==> config.mk <==
export PLATFORM = sky130hd
export DESIGN_NAME = tmr_timers
export DESIGN_NICKNAME = d
export VERILOG_FILES = /design/src/hdl/tmr_pkg.sv /design/src/hdl/tmr_timers.sv
export SDC_FILE = /design/constraint.sdc
export NUM_CORES = 1
export LEC_CHECK = 0
export ABC_CLOCK_PERIOD_IN_PS = 3000
export BUFFER_PORTS_ARGS = -buffer_cell sky130_fd_sc_hd__buf_2
export CORE_UTILIZATION = 60
export DETAILED_ROUTE_END_ITERATION = 10
export GPL_TIMING_DRIVEN = 1
export PLACE_DENSITY = 0.83
export SLEW_MARGIN = 0
export SYNTH_ARGS = -nofsm -noshare
export SYNTH_HDL_FRONTEND = slang
export SYNTH_SLANG_ARGS = --single-unit
==> constraint.sdc <==
create_clock -name clk -period 3 [get_ports clk]
set_input_delay 0.45 -clock clk [delete_from_list [all_inputs] [get_ports clk]]
set_output_delay 0.45 -clock clk [all_outputs]
set_load 0.005 [all_outputs]
==> src/hdl/tmr_pkg.sv <==
// package: register map, field positions and counts of the timer block
`default_nettype none
package tmr_pkg;

	// ------------------------------------------------------------
	// register offsets
	// ------------------------------------------------------------
	localparam logic [7:0] A_T01_CONTROL = 8'h88;
	localparam logic [7:0] A_T01_MODE    = 8'h89;
	localparam logic [7:0] A_T0_LOW      = 8'h8a;
	localparam logic [7:0] A_T1_LOW      = 8'h8b;
	localparam logic [7:0] A_T0_HIGH     = 8'h8c;
	localparam logic [7:0] A_T1_HIGH     = 8'h8d;
	localparam logic [7:0] A_OPTION      = 8'h94;
	localparam logic [7:0] A_INT_FLAGS   = 8'h95;
	localparam logic [7:0] A_P3_HI_MODE  = 8'ha5;
	localparam logic [7:0] A_PIN_OUT_SEL = 8'ha6;
	localparam logic [7:0] A_T2_CONTROL  = 8'hc8;
	localparam logic [7:0] A_T2_RLD_LOW  = 8'hca;
	localparam logic [7:0] A_T2_RLD_HIGH = 8'hcb;
	localparam logic [7:0] A_T2_LOW      = 8'hcc;
	localparam logic [7:0] A_T2_HIGH     = 8'hcd;
	localparam logic [7:0] A_AUXILIARY_CONTROL_1        = 8'hf8;

	// ------------------------------------------------------------
	// field positions
	// ------------------------------------------------------------
	localparam int B_T1_OVF   = 7;
	localparam int B_T1_RUN   = 6;
	localparam int B_T0_OVF   = 5;
	localparam int B_T0_RUN   = 4;
	localparam int B_T1_GATE  = 7;
	localparam int B_T1_CT    = 6;
	localparam int B_T1_MODE  = 4;
	localparam int B_T0_GATE  = 3;
	localparam int B_T0_CT    = 2;
	localparam int B_T0_MODE  = 0;
	localparam int B_T2_OVF   = 7;
	localparam int B_T2_EXT   = 6;
	localparam int B_RX_SEL   = 5;
	localparam int B_TX_SEL   = 4;
	localparam int B_T2_EXEN  = 3;
	localparam int B_T2_RUN   = 2;
	localparam int B_T2_CT    = 1;
	localparam int B_T2_CAP   = 0;
	localparam int B_TICK_CLR = 6;
	localparam int B_T2_SRC   = 2;
	localparam int B_T1_SRC   = 1;
	localparam int B_T0_BUZ   = 7;
	localparam int B_T2_BUZ   = 2;
	localparam int B_TICK_FLG = 0;
	localparam int B_TICK_RT  = 0;

	// ------------------------------------------------------------
	// modes, reset values and counts
	// ------------------------------------------------------------
	localparam logic [1:0] MODE_13BIT  = 2'h0;
	localparam logic [1:0] MODE_16BIT  = 2'h1;
	localparam logic [1:0] MODE_RELOAD = 2'h2;
	localparam logic [1:0] MODE_SPLIT  = 2'h3;
	localparam logic [7:0] RST8        = 8'h00;
	localparam logic [15:0] RST16      = 16'h0000;
	// 2 system clocks per count unit
	localparam logic       UNIT_LAST   = 1'h1;
	// slow clock divided by 16
	localparam logic [3:0] SLOW_LAST   = 4'hf;
	// buzzer 0 period is 64 overflows, so toggle every 32
	localparam logic [4:0] BUZ0_LAST   = 5'h1f;
	localparam logic [15:0] T2_TOP     = 16'hffff;
	// tick intervals 32768, 16384, 8192 and 128, as last count
	localparam logic [14:0] TICK_LAST0 = 15'h7fff;
	localparam logic [14:0] TICK_LAST1 = 15'h3fff;
	localparam logic [14:0] TICK_LAST2 = 15'h1fff;
	localparam logic [14:0] TICK_LAST3 = 15'h007f;

endpackage
`default_nettype wire

==> src/hdl/tmr_timers.sv <==
// timers 0/1/2, buzzer outputs and slow-clock tick counter
`timescale 1ns/10ps
`default_nettype none

// What this block does
// - in timer mode timers 0, 1, 2 advance once every 2 clocks
// - timer 1 counter source: count pin, or slow clock over 16
// - timer 2 counter source: count pin, or slow clock over 16
// - timer 0 buzzer pin gives overflow rate over 64 when enabled
// - timer 2 buzzer pin gives overflow rate over 2 when enabled
// - buzzer frequencies follow the timers' overflow rates
// - timers 0, 1 hold low and high bytes, control and mode registers
// - timer 2 count and reload bytes are all readable and writable
// - trigger falling edge causing capture or reload sets event flag
// - reload mode reloads on overflow and on enabled trigger edge
// - select bits route timer 1 or timer 2 overflow to serial clocks
// - any baud select forces timer 2 into overflow auto-reload
// - tick counter runs on the slow clock
// - rate field picks 32768, 16384, 8192 or 128 slow cycles
// - tick flag sets at interval, clears on entering its service
// - flag register: write 0 clears a flag, write 1 keeps it
// - clear bit resets tick counter and drops back next cycle
module tmr_timers (
	// clock and reset
	input  wire logic       clk,
	input  wire logic       srst,
	// special function register port
	input  wire logic [7:0] sfr_addr,
	input  wire logic       sfr_wr,
	input  wire logic       sfr_rd,
	input  wire logic [7:0] sfr_wdata,
	output logic      [7:0] sfr_rdata,
	// pins
	input  wire logic       timer0_count_pin,
	input  wire logic       timer1_count_pin,
	input  wire logic       timer2_count_pin,
	input  wire logic       timer2_trigger_pin,
	input  wire logic       ext_irq0_pin,
	input  wire logic       ext_irq1_pin,
	input  wire logic       slow_clock_source,
	// service entry strobes
	input  wire logic       timer0_isr_ack,
	input  wire logic       timer1_isr_ack,
	input  wire logic       tick_isr_ack,
	// flags
	output logic            timer0_overflow_flag,
	output logic            timer1_overflow_flag,
	output logic            timer2_overflow_flag,
	output logic            timer2_ext_event_flag,
	output logic            tick_flag,
	// buzzer pins and serial clocks
	output logic            timer0_buzzer_out,
	output logic            timer0_buzzer_oe,
	output logic            timer2_buzzer_out,
	output logic            timer2_buzzer_oe,
	output logic            uart_rx_baud_tick,
	output logic            uart_tx_baud_tick
);

	// ------------------------------------------------------------
	// state
	// ------------------------------------------------------------
	logic [7:0]  timer01_mode;
	logic [7:0]  t0l;
	logic [7:0]  t0h;
	logic [7:0]  t1l;
	logic [7:0]  t1h;
	logic        timer0_run;
	logic        timer1_run;
	logic [15:0] t2cnt;
	logic [15:0] t2rcap;
	logic        uart_rx_clock_select;
	logic        uart_tx_clock_select;
	logic        timer2_ext_enable;
	logic        timer2_run;
	logic        timer2_counter_select;
	logic        timer2_capture_select;
	logic [1:0]  tick_rate_select;
	logic        tick_counter_clear;
	logic        timer1_source_select;
	logic        timer2_source_select;
	logic        timer0_buzzer_enable;
	logic        timer2_buzzer_enable;
	logic        unit_cnt;
	logic [3:0]  pin_q;
	logic        slow_q;
	logic [3:0]  slow_div;
	logic [14:0] tick_cnt;
	logic [4:0]  buz0_cnt;
	logic        wave0;
	logic        wave2;

	// ------------------------------------------------------------
	// timer 0/1 step: returns {overflow, high, low}
	// ------------------------------------------------------------
	function automatic logic [16:0] t01_step(
		input logic [1:0] m,
		input logic [7:0] lo,
		input logic [7:0] hi,
		input logic       inc
	);
		logic [5:0] l6;
		logic [8:0] l9;
		logic [8:0] h9;
		l6 = {1'h0, lo[4:0]} + 6'h01;
		l9 = {1'h0, lo} + 9'h001;
		h9 = {1'h0, hi} + {8'h00, l6[5]};
		t01_step = {1'h0, hi, lo};
		if (inc)
		begin
			unique case (m)
				// low five bits prescale the high byte
				tmr_pkg::MODE_13BIT:
					t01_step = {h9[8], h9[7:0], lo[7:5], l6[4:0]};
				tmr_pkg::MODE_16BIT:
					t01_step = {1'h0, hi, lo} + 17'h0_0001;
				// low byte reloads from high byte
				tmr_pkg::MODE_RELOAD:
					t01_step = {l9[8], hi, l9[8] ? hi : l9[7:0]};
				tmr_pkg::MODE_SPLIT:
					t01_step = {l9[8], hi, l9[7:0]};
			endcase
		end
	endfunction

	// ------------------------------------------------------------
	// register decode
	// ------------------------------------------------------------
	wire logic w_timer01_control = sfr_wr && sfr_addr == tmr_pkg::A_T01_CONTROL;
	wire logic w_timer01_mode = sfr_wr && sfr_addr == tmr_pkg::A_T01_MODE;
	wire logic w_t0l  = sfr_wr && sfr_addr == tmr_pkg::A_T0_LOW;
	wire logic w_t1l  = sfr_wr && sfr_addr == tmr_pkg::A_T1_LOW;
	wire logic w_t0h  = sfr_wr && sfr_addr == tmr_pkg::A_T0_HIGH;
	wire logic w_t1h  = sfr_wr && sfr_addr == tmr_pkg::A_T1_HIGH;
	wire logic w_opt  = sfr_wr && sfr_addr == tmr_pkg::A_OPTION;
	wire logic w_flg  = sfr_wr && sfr_addr == tmr_pkg::A_INT_FLAGS;
	wire logic w_p3h  = sfr_wr && sfr_addr == tmr_pkg::A_P3_HI_MODE;
	wire logic w_pin  = sfr_wr && sfr_addr == tmr_pkg::A_PIN_OUT_SEL;
	wire logic w_t2c  = sfr_wr && sfr_addr == tmr_pkg::A_T2_CONTROL;
	wire logic w_rl   = sfr_wr && sfr_addr == tmr_pkg::A_T2_RLD_LOW;
	wire logic w_rh   = sfr_wr && sfr_addr == tmr_pkg::A_T2_RLD_HIGH;
	wire logic w_t2l  = sfr_wr && sfr_addr == tmr_pkg::A_T2_LOW;
	wire logic w_t2h  = sfr_wr && sfr_addr == tmr_pkg::A_T2_HIGH;
	wire logic w_aux  = sfr_wr && sfr_addr == tmr_pkg::A_AUXILIARY_CONTROL_1;

	// ------------------------------------------------------------
	// time base and edges
	// ------------------------------------------------------------
	// pins are sampled every clock, so a pulse over 2 clocks is seen
	wire logic       tick2 = unit_cnt == tmr_pkg::UNIT_LAST;
	wire logic [3:0] pin_now = {timer2_trigger_pin, timer2_count_pin,
		timer1_count_pin, timer0_count_pin};
	wire logic [3:0] pin_fall = pin_q & ~pin_now;
	wire logic slow_fall = slow_q && !slow_clock_source;
	wire logic slow16 = slow_fall && slow_div == tmr_pkg::SLOW_LAST;

	// ------------------------------------------------------------
	// timers 0 and 1
	// ------------------------------------------------------------
	wire logic [1:0] m0 = timer01_mode[tmr_pkg::B_T0_MODE +: 2];
	wire logic [1:0] m1 = timer01_mode[tmr_pkg::B_T1_MODE +: 2];
	wire logic split0 = m0 == tmr_pkg::MODE_SPLIT;
	wire logic ev0 = timer01_mode[tmr_pkg::B_T0_CT] ? pin_fall[0] : tick2;
	wire logic ev1 = !timer01_mode[tmr_pkg::B_T1_CT] ? tick2 :
		timer1_source_select ? slow16 : pin_fall[1];
	// gate lets the interrupt pin hold the count
	wire logic inc0 = timer0_run && ev0 &&
		(!timer01_mode[tmr_pkg::B_T0_GATE] || ext_irq0_pin);
	// in split mode timer 1 keeps counting for baud use, flag-less
	wire logic inc1 = (split0 || timer1_run) && ev1 &&
		m1 != tmr_pkg::MODE_SPLIT &&
		(!timer01_mode[tmr_pkg::B_T1_GATE] || ext_irq1_pin);
	wire logic [16:0] s0 = t01_step(m0, t0l, t0h, inc0);
	wire logic [16:0] s1 = t01_step(m1, t1l, t1h, inc1);
	wire logic inc0h = split0 && timer1_run && tick2;
	wire logic [8:0] h0x = {1'h0, t0h} + {8'h00, inc0h};
	wire logic ovf0 = s0[16];
	wire logic ovf1 = s1[16];
	wire logic set1 = split0 ? h0x[8] : ovf1;
	wire logic [7:0] next_t0h = split0 ? h0x[7:0] : s0[15:8];

	// ------------------------------------------------------------
	// timer 2
	// ------------------------------------------------------------
	wire logic baud = uart_rx_clock_select || uart_tx_clock_select;
	wire logic ev2 = !timer2_counter_select ? tick2 :
		timer2_source_select ? slow16 : pin_fall[2];
	wire logic inc2 = timer2_run && ev2;
	wire logic ovf2 = inc2 && t2cnt == tmr_pkg::T2_TOP;
	wire logic trig = timer2_ext_enable && pin_fall[3] && !baud;
	wire logic cap2 = trig && timer2_capture_select;
	// baud use forces reload whatever the capture select
	wire logic rel2 = ovf2 && (baud || !timer2_capture_select) ||
		trig && !timer2_capture_select;
	wire logic [15:0] next_t2 = rel2 ? t2rcap :
		t2cnt + {15'h0000, inc2};

	// ------------------------------------------------------------
	// tick counter
	// ------------------------------------------------------------
	wire logic [14:0] tick_last =
		tick_rate_select == 2'h0 ? tmr_pkg::TICK_LAST0 :
		tick_rate_select == 2'h1 ? tmr_pkg::TICK_LAST1 :
		tick_rate_select == 2'h2 ? tmr_pkg::TICK_LAST2 :
		tmr_pkg::TICK_LAST3;
	wire logic tick_hit = slow_fall && tick_cnt == tick_last;

	// ------------------------------------------------------------
	// read side
	// ------------------------------------------------------------
	logic [7:0] timer01_control_rd;
	logic [7:0] timer2_control_rd;
	logic [7:0] aux_rd;
	logic [7:0] p3h_rd;
	logic [7:0] pin_rd;
	logic [7:0] opt_rd;
	logic [7:0] flg_rd;

	always_comb
	begin
		timer01_control_rd = tmr_pkg::RST8;
		timer01_control_rd[tmr_pkg::B_T1_OVF] = timer1_overflow_flag;
		timer01_control_rd[tmr_pkg::B_T1_RUN] = timer1_run;
		timer01_control_rd[tmr_pkg::B_T0_OVF] = timer0_overflow_flag;
		timer01_control_rd[tmr_pkg::B_T0_RUN] = timer0_run;
		timer2_control_rd = tmr_pkg::RST8;
		timer2_control_rd[tmr_pkg::B_T2_OVF] = timer2_overflow_flag;
		timer2_control_rd[tmr_pkg::B_T2_EXT] = timer2_ext_event_flag;
		timer2_control_rd[tmr_pkg::B_RX_SEL] = uart_rx_clock_select;
		timer2_control_rd[tmr_pkg::B_TX_SEL] = uart_tx_clock_select;
		timer2_control_rd[tmr_pkg::B_T2_EXEN] = timer2_ext_enable;
		timer2_control_rd[tmr_pkg::B_T2_RUN] = timer2_run;
		timer2_control_rd[tmr_pkg::B_T2_CT] = timer2_counter_select;
		timer2_control_rd[tmr_pkg::B_T2_CAP] = timer2_capture_select;
		aux_rd = tmr_pkg::RST8;
		aux_rd[tmr_pkg::B_TICK_CLR] = tick_counter_clear;
		aux_rd[tmr_pkg::B_T2_SRC] = timer2_source_select;
		aux_rd[tmr_pkg::B_T1_SRC] = timer1_source_select;
		p3h_rd = tmr_pkg::RST8;
		p3h_rd[tmr_pkg::B_T0_BUZ] = timer0_buzzer_enable;
		pin_rd = tmr_pkg::RST8;
		pin_rd[tmr_pkg::B_T2_BUZ] = timer2_buzzer_enable;
		opt_rd = tmr_pkg::RST8;
		opt_rd[tmr_pkg::B_TICK_RT +: 2] = tick_rate_select;
		flg_rd = tmr_pkg::RST8;
		flg_rd[tmr_pkg::B_TICK_FLG] = tick_flag;
	end

	wire logic [7:0] rd_mux =
		sfr_addr == tmr_pkg::A_T01_CONTROL ? timer01_control_rd :
		sfr_addr == tmr_pkg::A_T01_MODE    ? timer01_mode :
		sfr_addr == tmr_pkg::A_T0_LOW      ? t0l :
		sfr_addr == tmr_pkg::A_T1_LOW      ? t1l :
		sfr_addr == tmr_pkg::A_T0_HIGH     ? t0h :
		sfr_addr == tmr_pkg::A_T1_HIGH     ? t1h :
		sfr_addr == tmr_pkg::A_OPTION      ? opt_rd :
		sfr_addr == tmr_pkg::A_INT_FLAGS   ? flg_rd :
		sfr_addr == tmr_pkg::A_P3_HI_MODE  ? p3h_rd :
		sfr_addr == tmr_pkg::A_PIN_OUT_SEL ? pin_rd :
		sfr_addr == tmr_pkg::A_T2_CONTROL  ? timer2_control_rd :
		sfr_addr == tmr_pkg::A_T2_RLD_LOW  ? t2rcap[7:0] :
		sfr_addr == tmr_pkg::A_T2_RLD_HIGH ? t2rcap[15:8] :
		sfr_addr == tmr_pkg::A_T2_LOW      ? t2cnt[7:0] :
		sfr_addr == tmr_pkg::A_T2_HIGH     ? t2cnt[15:8] :
		sfr_addr == tmr_pkg::A_AUXILIARY_CONTROL_1        ? aux_rd :
		tmr_pkg::RST8;

	// ------------------------------------------------------------
	// configuration registers
	// ------------------------------------------------------------
	always_ff @(posedge clk)
	begin
		if (srst)
		begin
			timer01_mode <= tmr_pkg::RST8;
			{timer1_run, timer0_run} <= 2'h0;
			{uart_rx_clock_select, uart_tx_clock_select} <= 2'h0;
			{timer2_ext_enable, timer2_run} <= 2'h0;
			{timer2_counter_select, timer2_capture_select} <= 2'h0;
			{timer1_source_select, timer2_source_select} <= 2'h0;
			{timer0_buzzer_enable, timer2_buzzer_enable} <= 2'h0;
			tick_rate_select <= 2'h0;
			sfr_rdata <= tmr_pkg::RST8;
		end
		else
		begin
			if (w_timer01_mode)
				timer01_mode <= sfr_wdata;
			if (w_timer01_control)
			begin
				timer1_run <= sfr_wdata[tmr_pkg::B_T1_RUN];
				timer0_run <= sfr_wdata[tmr_pkg::B_T0_RUN];
			end
			if (w_t2c)
			begin
				uart_rx_clock_select <= sfr_wdata[tmr_pkg::B_RX_SEL];
				uart_tx_clock_select <= sfr_wdata[tmr_pkg::B_TX_SEL];
				timer2_ext_enable <= sfr_wdata[tmr_pkg::B_T2_EXEN];
				timer2_run <= sfr_wdata[tmr_pkg::B_T2_RUN];
				timer2_counter_select <= sfr_wdata[tmr_pkg::B_T2_CT];
				timer2_capture_select <= sfr_wdata[tmr_pkg::B_T2_CAP];
			end
			if (w_aux)
			begin
				timer1_source_select <= sfr_wdata[tmr_pkg::B_T1_SRC];
				timer2_source_select <= sfr_wdata[tmr_pkg::B_T2_SRC];
			end
			if (w_p3h)
				timer0_buzzer_enable <= sfr_wdata[tmr_pkg::B_T0_BUZ];
			if (w_pin)
				timer2_buzzer_enable <= sfr_wdata[tmr_pkg::B_T2_BUZ];
			if (w_opt)
				tick_rate_select <= sfr_wdata[tmr_pkg::B_TICK_RT +: 2];
			if (sfr_rd)
				sfr_rdata <= rd_mux;
		end
	end

	// ------------------------------------------------------------
	// counters; a software byte write beats a count in that cycle
	// ------------------------------------------------------------
	always_ff @(posedge clk)
	begin
		if (srst)
		begin
			{t0l, t0h, t1l, t1h} <= 32'h0000_0000;
			t2cnt <= tmr_pkg::RST16;
			t2rcap <= tmr_pkg::RST16;
		end
		else
		begin
			t0l <= w_t0l ? sfr_wdata : s0[7:0];
			t0h <= w_t0h ? sfr_wdata : next_t0h;
			t1l <= w_t1l ? sfr_wdata : s1[7:0];
			t1h <= w_t1h ? sfr_wdata : s1[15:8];
			t2cnt[7:0] <= w_t2l ? sfr_wdata : next_t2[7:0];
			t2cnt[15:8] <= w_t2h ? sfr_wdata : next_t2[15:8];
			t2rcap[7:0] <= w_rl ? sfr_wdata :
				cap2 ? t2cnt[7:0] : t2rcap[7:0];
			t2rcap[15:8] <= w_rh ? sfr_wdata :
				cap2 ? t2cnt[15:8] : t2rcap[15:8];
		end
	end

	// ------------------------------------------------------------
	// flags: a hardware set always wins over a clear
	// ------------------------------------------------------------
	always_ff @(posedge clk)
	begin
		if (srst)
		begin
			{timer0_overflow_flag, timer1_overflow_flag} <= 2'h0;
			{timer2_overflow_flag, timer2_ext_event_flag} <= 2'h0;
			{tick_flag, tick_counter_clear} <= 2'h0;
		end
		else
		begin
			timer0_overflow_flag <= ovf0 || (w_timer01_control ?
				sfr_wdata[tmr_pkg::B_T0_OVF] :
				timer0_overflow_flag && !timer0_isr_ack);
			timer1_overflow_flag <= set1 || (w_timer01_control ?
				sfr_wdata[tmr_pkg::B_T1_OVF] :
				timer1_overflow_flag && !timer1_isr_ack);
			timer2_overflow_flag <= ovf2 && !baud || (w_t2c ?
				sfr_wdata[tmr_pkg::B_T2_OVF] :
				timer2_overflow_flag);
			timer2_ext_event_flag <= trig || (w_t2c ?
				sfr_wdata[tmr_pkg::B_T2_EXT] :
				timer2_ext_event_flag);
			tick_flag <= tick_hit || tick_flag && !tick_isr_ack &&
				(!w_flg || sfr_wdata[tmr_pkg::B_TICK_FLG]);
			tick_counter_clear <= w_aux &&
				sfr_wdata[tmr_pkg::B_TICK_CLR];
		end
	end

	// ------------------------------------------------------------
	// time base, tick counter, buzzers and serial clocks
	// ------------------------------------------------------------
	always_ff @(posedge clk)
	begin
		if (srst)
		begin
			unit_cnt <= 1'h0;
			pin_q <= 4'hf;
			slow_q <= 1'h0;
			slow_div <= 4'h0;
			tick_cnt <= 15'h0000;
			buz0_cnt <= 5'h00;
			{wave0, wave2} <= 2'h0;
			{uart_rx_baud_tick, uart_tx_baud_tick} <= 2'h0;
		end
		else
		begin
			unit_cnt <= !unit_cnt;
			pin_q <= pin_now;
			slow_q <= slow_clock_source;
			if (slow_fall)
				slow_div <= slow_div + 4'h1;
			if (tick_counter_clear || tick_hit)
				tick_cnt <= 15'h0000;
			else if (slow_fall)
				tick_cnt <= tick_cnt + 15'h0001;
			// buzzer rate follows each timer's overflow period
			if (ovf0)
				buz0_cnt <= buz0_cnt + 5'h01;
			if (ovf0 && buz0_cnt == tmr_pkg::BUZ0_LAST)
				wave0 <= !wave0;
			if (ovf2)
				wave2 <= !wave2;
			uart_rx_baud_tick <= uart_rx_clock_select ? ovf2 : ovf1;
			uart_tx_baud_tick <= uart_tx_clock_select ? ovf2 : ovf1;
		end
	end

	assign timer0_buzzer_out = timer0_buzzer_enable && wave0;
	assign timer0_buzzer_oe  = timer0_buzzer_enable;
	assign timer2_buzzer_out = timer2_buzzer_enable && wave2;
	assign timer2_buzzer_oe  = timer2_buzzer_enable;
endmodule
`default_nettype wire

==> metrics, run 1 <==
Pins Over Slew Limit=0; gr usage total=39.7%; vias in the first global route=8219; top_reg_cell synth=dfxtp_1; Net count, final=1148; PD cells=435 nW/um^2; WL/cell=22.0 microns; Slew HR=53.2%; unrepaired setup endpoints after global routing=no; Clock H-tree levels=4; FFs w/ async S/R, synth=0%; DIE HEIGHT=122 microns; WS Path Type=flip-flop to flip-flop; share of cells above drive strength 1=13.9%; synth cell count leaders=147 x nor2_1, 134 x dfxtp_1, 89 x nand2_1; EDFF count, synth=0; fmax=375 MHz; startpoint types=flip-flop; post-DP HPWL=20300 microns; Leak=3.49 nW; routed via count=8909; setup_tns=0 ns; mapped cell area=8640 sq um; Inserted Clock Buffers=17; Max Fanout on Critical Path=4; slew of the pin with the lowest slew margin=0.703 ns; DRC Markers=0; Die X=122 microns; Routed Antenna Nets=0; post-CTS sizing=0; Finished Cell Area=9530 sq um; Final Hold Fails=0; cells after synthesis=1091; row count=43; Placed Area=8940 sq um; starting density of the core=62.0%; final core utilization=68.4%; clock-pin slew on the worst setup and hold paths=0.06 ns; Via-to-Cell Ratio=6.86; starting DRC count in detailed routing=1304; routed wire length=28600 microns; syn avg cell area=7.92 sq um; Root Driver=clkbuf_16; total core area=13900 sq um; CTS tree=yes; largest cells by area after synthesis=dfxtp_1 31%, nor2_1 6.4%, mux2i_1 6.0%; Yosys top cell by area=dfxtp_1; Worst VDD drop=0.397 mV; Yosys top cell area share=31.1%; most frequent cell after synthesis=nor2_1; initial antenna violation count=0; Yosys warning total=0; clk buf depth=2; count of cell types in the netlist=96; Place WS=0.242 ns; first-pass GRT wire length=44800 microns; Die Area=14900 sq um; status=complete, no violations; Final setup viols=0; Crit. End Element=flip-flop; Final Critical Period=2.66 ns; I/O Buffers=48; Post-Syn Nets=1135; WP data required=3.30 ns; Worst-Skew Late Latency=0.43 ns; maxcap violations=0; final period utilization=88.8%; Top Ports=49; Setup Buffers After CTS=0; CTS Hold Bufs=0; Critical Path AT=2.97 ns; clk_skew=0.0133 ns; DRT Pass-1 Iters=5; largest net degree at the start of global routing=43; fin worst setup slack=0.335 ns; total congestion overflow=0; Placer Congestion=1.00; #FFs+latches synth=134; Hold Crit Class=input port to flip-flop; post-synthesis sequential area ratio=31.1%; hold_ws=0.229 ns; Syn-to-layout area delta=10.3%; clk sinks=134
state kept, by name (all words and copies together), names as in the netlist, 2 cells and up:
signal	flops
timer01_mode	8
buz0_cnt	5
t2cnt	16
tick_cnt	15
t2rcap	16
t1l	8
t0h	8
pin_q	4
t0l	8
tick_rate_select	2
sfr_rdata	8
t1h	8
slow_div	4
kinds of logic (layout without fill, tap and decap cells):
group,count (synthesis),in the layout,share of synthesized area [%]
buffers and inverters,104,129,5.45
adders and majority gates,14,14,2.03
other,0,2,0
DFF,134,134,31.1
and+or+nand+nor,470,470,28.3
muxes,59,59,6.94
AOI/OAI and AO/OA,260,260,21.1
xor gates and xnor gates,50,50,5.07
worst max-delay path, cell delays in order (launching register included):
cell      delay (ns)
dfxtp_1         0.37
ha_1            0.21
nand3b_4        0.11
o211a_1         0.31
nor2_1          0.20
ha_1            0.22
ha_1            0.19
nand3_1         0.18
nor3_1          0.32
xnor2_1         0.16
nand3_1         0.10
o211ai_1        0.10
a21oi_1         0.09
layer usage:
| metal | routed length [microns] | global-route usage [%] | vias to the layer above |
|---|---|---|---|
| li1 | - | - | 4054 |
| met1 | 11600 | 52.5 | 4213 |
| met2 | 12400 | 57.6 | 535 |
| met3 | 3090 | 10.5 | 107 |
| met4 | 1490 | 23.3 | 0 |
| met5 | 0 | 0 | - |
cell usage in the layout (no fill, tap or decap), types with 20 or more instances in the layout:
cell	instances
buf_4	31
a21oi_1	57
mux2i_1	52
buf_2	47
xor2_1	25
a211oi_1	31
nand3_1	74
nor2_1	147
nand2_1	89
nand4_1	20
nor3_1	23
inv_1	20
dfxtp_1	134
xnor2_1	25
o21ai_0	35
path summary, 6_finish.rpt:
path	slack, ns	end	from	depth (start not counted)
worst max-delay path	0.34	t2cnt[10]$_SDFF_PP0_	slow_div[0]$_SDFFE_PP0P_	12
worst min-delay path	0.23	pin_q[0]$_SDFF_PP1_	timer0_count_pin	2
worst min register to register	0.48	sfr_rdata[0]$_SDFFE_PP0P_	sfr_rdata[0]$_SDFFE_PP0P_	2
worst max register to register	0.34	t2cnt[10]$_SDFF_PP0_	slow_div[0]$_SDFFE_PP0P_	12
where the power goes:
part / switching, W / leakage, nW / internal [W] / total (W)
Combinational: 0.000181 / 2.12 / 0.0000778 / 0.000259
Clock: 0.000804 / 0.286 / 0.00126 / 0.00207
Sequential: 0.0000210 / 1.08 / 0.00180 / 0.00182
cell type report:
| class | instances | area [sq um] |
|---|---|---|
| diodes | 2 | 5.00 |
| clock buffers | 20 | 457 |
| clock inverters | 11 | 126 |
| fillers | 1185 | 4410 |
| inverters | 20 | 75.1 |
| multi-input cells | 853 | 5490 |
| flip-flops and latches | 134 | 2680 |
| well taps | 180 | 225 |
| repair buffers | 78 | 468 |
metrics by stage:
step	power, W	std cells
floorplan	0.00200	1091
global placement	0.00210	1265
detailed placement	0.00210	1265
CTS	0.00414	1296
global route	0.00424	1296
finish	0.00414	1298
No activity file was read; power rests on OpenSTA's default activity.
==> run 2, diff against run 1 <==
--- a/config.mk
+++ b/config.mk
@@ -5,12 +5,12 @@
 export SDC_FILE = /design/constraint.sdc
 export NUM_CORES = 1
 export LEC_CHECK = 0
-export ABC_CLOCK_PERIOD_IN_PS = 3000
+export ABC_CLOCK_PERIOD_IN_PS = 2300
 export BUFFER_PORTS_ARGS = -buffer_cell sky130_fd_sc_hd__buf_2
-export CORE_UTILIZATION = 60
+export CORE_UTILIZATION = 56
 export DETAILED_ROUTE_END_ITERATION = 10
 export GPL_TIMING_DRIVEN = 1
-export PLACE_DENSITY = 0.83
+export PLACE_DENSITY = 0.81
 export SLEW_MARGIN = 0
 export SYNTH_ARGS = -nofsm -noshare
 export SYNTH_HDL_FRONTEND = slang
==> constraint.sdc (replaced) <==
create_clock -name clk -period 2.3 [get_ports clk]
set_input_delay 0.345 -clock clk [delete_from_list [all_inputs] [get_ports clk]]
set_output_delay 0.345 -clock clk [all_outputs]
set_load 0.005 [all_outputs]
==> metrics, run 2 (synthesized netlist as in run 1, its figures left out) <==
routed via count=9227; cell family with most CP delay=simple AND/OR/NAND/NOR gates; final core utilization=67.3%; Final Critical Period=2.22 ns; most frequent cells in the layout=145 x nor2_1, 131 x dfxtp_1, 101 x buf_4; DRT Pass-1 Iters=6; starting DRC count in detailed routing=1159; Via-to-Cell Ratio=6.69; share of cells above drive strength 1=20.9%; Max Fanout on Critical Path=3; Final Hold Fails=0; DIE HEIGHT=126 microns; vias in the first global route=8425; Root Driver=clkbuf_16; slew of the pin with the lowest slew margin=0.506 ns; Routed Antenna Nets=0; CTS Hold Bufs=0; Slew HR=66.2%; clock-pin slew on the worst setup and hold paths=0.06 ns; starting density of the core=57.0%; Inserted Clock Buffers=17; first-pass GRT wire length=45900 microns; WL/cell=21.5 microns; most common cell after layout, fill and taps aside=nor2_1; Crit. End Element=flip-flop; Die X=126 microns; Worst VDD drop=0.517 mV; Net count, final=1222; Pins Over Slew Limit=0; Final setup viols=0; Clock H-tree levels=4; Die Area=15900 sq um; Worst-Skew Late Latency=0.42 ns; unrepaired setup endpoints after global routing=yes; Hold Crit Class=input port to flip-flop; I/O Buffers=48; final period utilization=96.5%; clk_skew=0.00733 ns; max incr delay on CP=0.36 ns; row count=45; largest net degree at the start of global routing=107; total core area=15100 sq um; WP data required=2.61 ns; Syn-to-layout area delta=18.1%; routed wire length=29700 microns; Critical Path AT=2.53 ns; clk buf depth=2; total congestion overflow=0; Placer Congestion=1.02; ant diodes=0; DRC Markers=0; slowest CP cell=or3b_1; hold_ws=0.123 ns; fillers=1252; startpoint types=flip-flop; WS Path Type=flip-flop to flip-flop; worst path cell trace=or3b_1 > o211a_4 > nor2_4 > ha_4 > and4_4 > nand2_2 > nor3_2 > xnor2_1 > nor3_1 > a211o_1; clk sinks=134; post-DP HPWL=21100 microns; Leak=3.83 nW; status=complete, no violations; Top Ports=49; fmax=451 MHz; initial antenna violation count=0; PD cells=513 nW/um^2; largest registers=t2cnt: 16 flops, t2rcap: 16 flops, tick_cnt: 15 flops; CTS tree=yes; gr usage total=37.3%; Worst Path Buf+Inv=0; maxcap violations=0
[run 2: cell types whose count changed in the layout (fill, tap and decap cells not counted), moves of 3 or more]
cell	change
buf_4	+70
ha_4	+3
clkinvlp_4	+5
dfxtp_2	+3
dfxtp_1	-3
buf_12	+4
ha_1	-5
[run 2: per-stage QoR]
step	cells	setup slack, ns	area (sq um)	setup TNS [ns]	power (W)
after CTS	1378	0.0108	10100	0	0.00523
final	1379	0.0812	10200	0	0.00523
after global placement	1345	-0.208	9550	-1.31	0.00277
after floorplan	1091	0.0309	8640	0	0.00261
after global routing	1379	-0.00409	10200	-0.00755	0.00537
after detailed placement	1345	-0.256	9550	-1.95	0.00277
[run 2: per-layer routing]
layer  vias up  GRT usage (%)  wire length [microns]
met5         -              0                      0
met4         0           18.3                   1430
met3       121           8.41                   3330
met2       601           57.3                  13100
met1      4307           49.3                  11800
li1       4198              -                      -
[run 2: path summary, 6_finish.rpt]
path | start | to | slack (ns) | cells past startpoint
max reg2reg | timer2_source_select$_SDFFE_PP0P_ | t2cnt[13]$_SDFF_PP0_ | 0.08 | 10
max | timer2_source_select$_SDFFE_PP0P_ | t2cnt[13]$_SDFF_PP0_ | 0.08 | 10
min | timer2_trigger_pin | pin_q[3]$_SDFF_PP1_ | 0.12 | 2
min reg2reg | t2rcap[1]$_SDFFE_PP0P_ | t2cnt[1]$_SDFF_PP0_ | 0.51 | 2
[run 2: area by class of cell]
cell class / instances / area (sq um) / share of cell area (%)
sequential: 134 / 2690 / 26.3
tap: 188 / 235 / 2.31
clock buffer: 18 / 429 / 4.21
multi-input combinational: 853 / 5600 / 54.9
clock inverter: 14 / 104 / 1.02
timing repair buffer: 152 / 1070 / 10.5
inverter: 20 / 75.1 / 0.736
[run 2: what timing repair did]
action / CTS / global route
pin swaps: 2 / 9
endpoints found under the setup margin: 12 / 20
resized for setup: 11 / 15
setup buffers: 1 / 1
[run 2: power by group]
part / switching [W] / internal, W
Sequential: 0.0000209 / 0.00234
Clock: 0.00112 / 0.00138
Combinational: 0.000248 / 0.000126
[run 2: worst register-to-register path, delay by kind of cell, from the launching register on]
kind                     cells  cell delay, ns
flip-flops                   1            0.30
AO/OA/AOI/OAI                2            0.48
XOR/XNOR                     1            0.14
AND/OR/NAND/NOR              6            1.03
adder cells (fa/ha/maj)      1            0.16
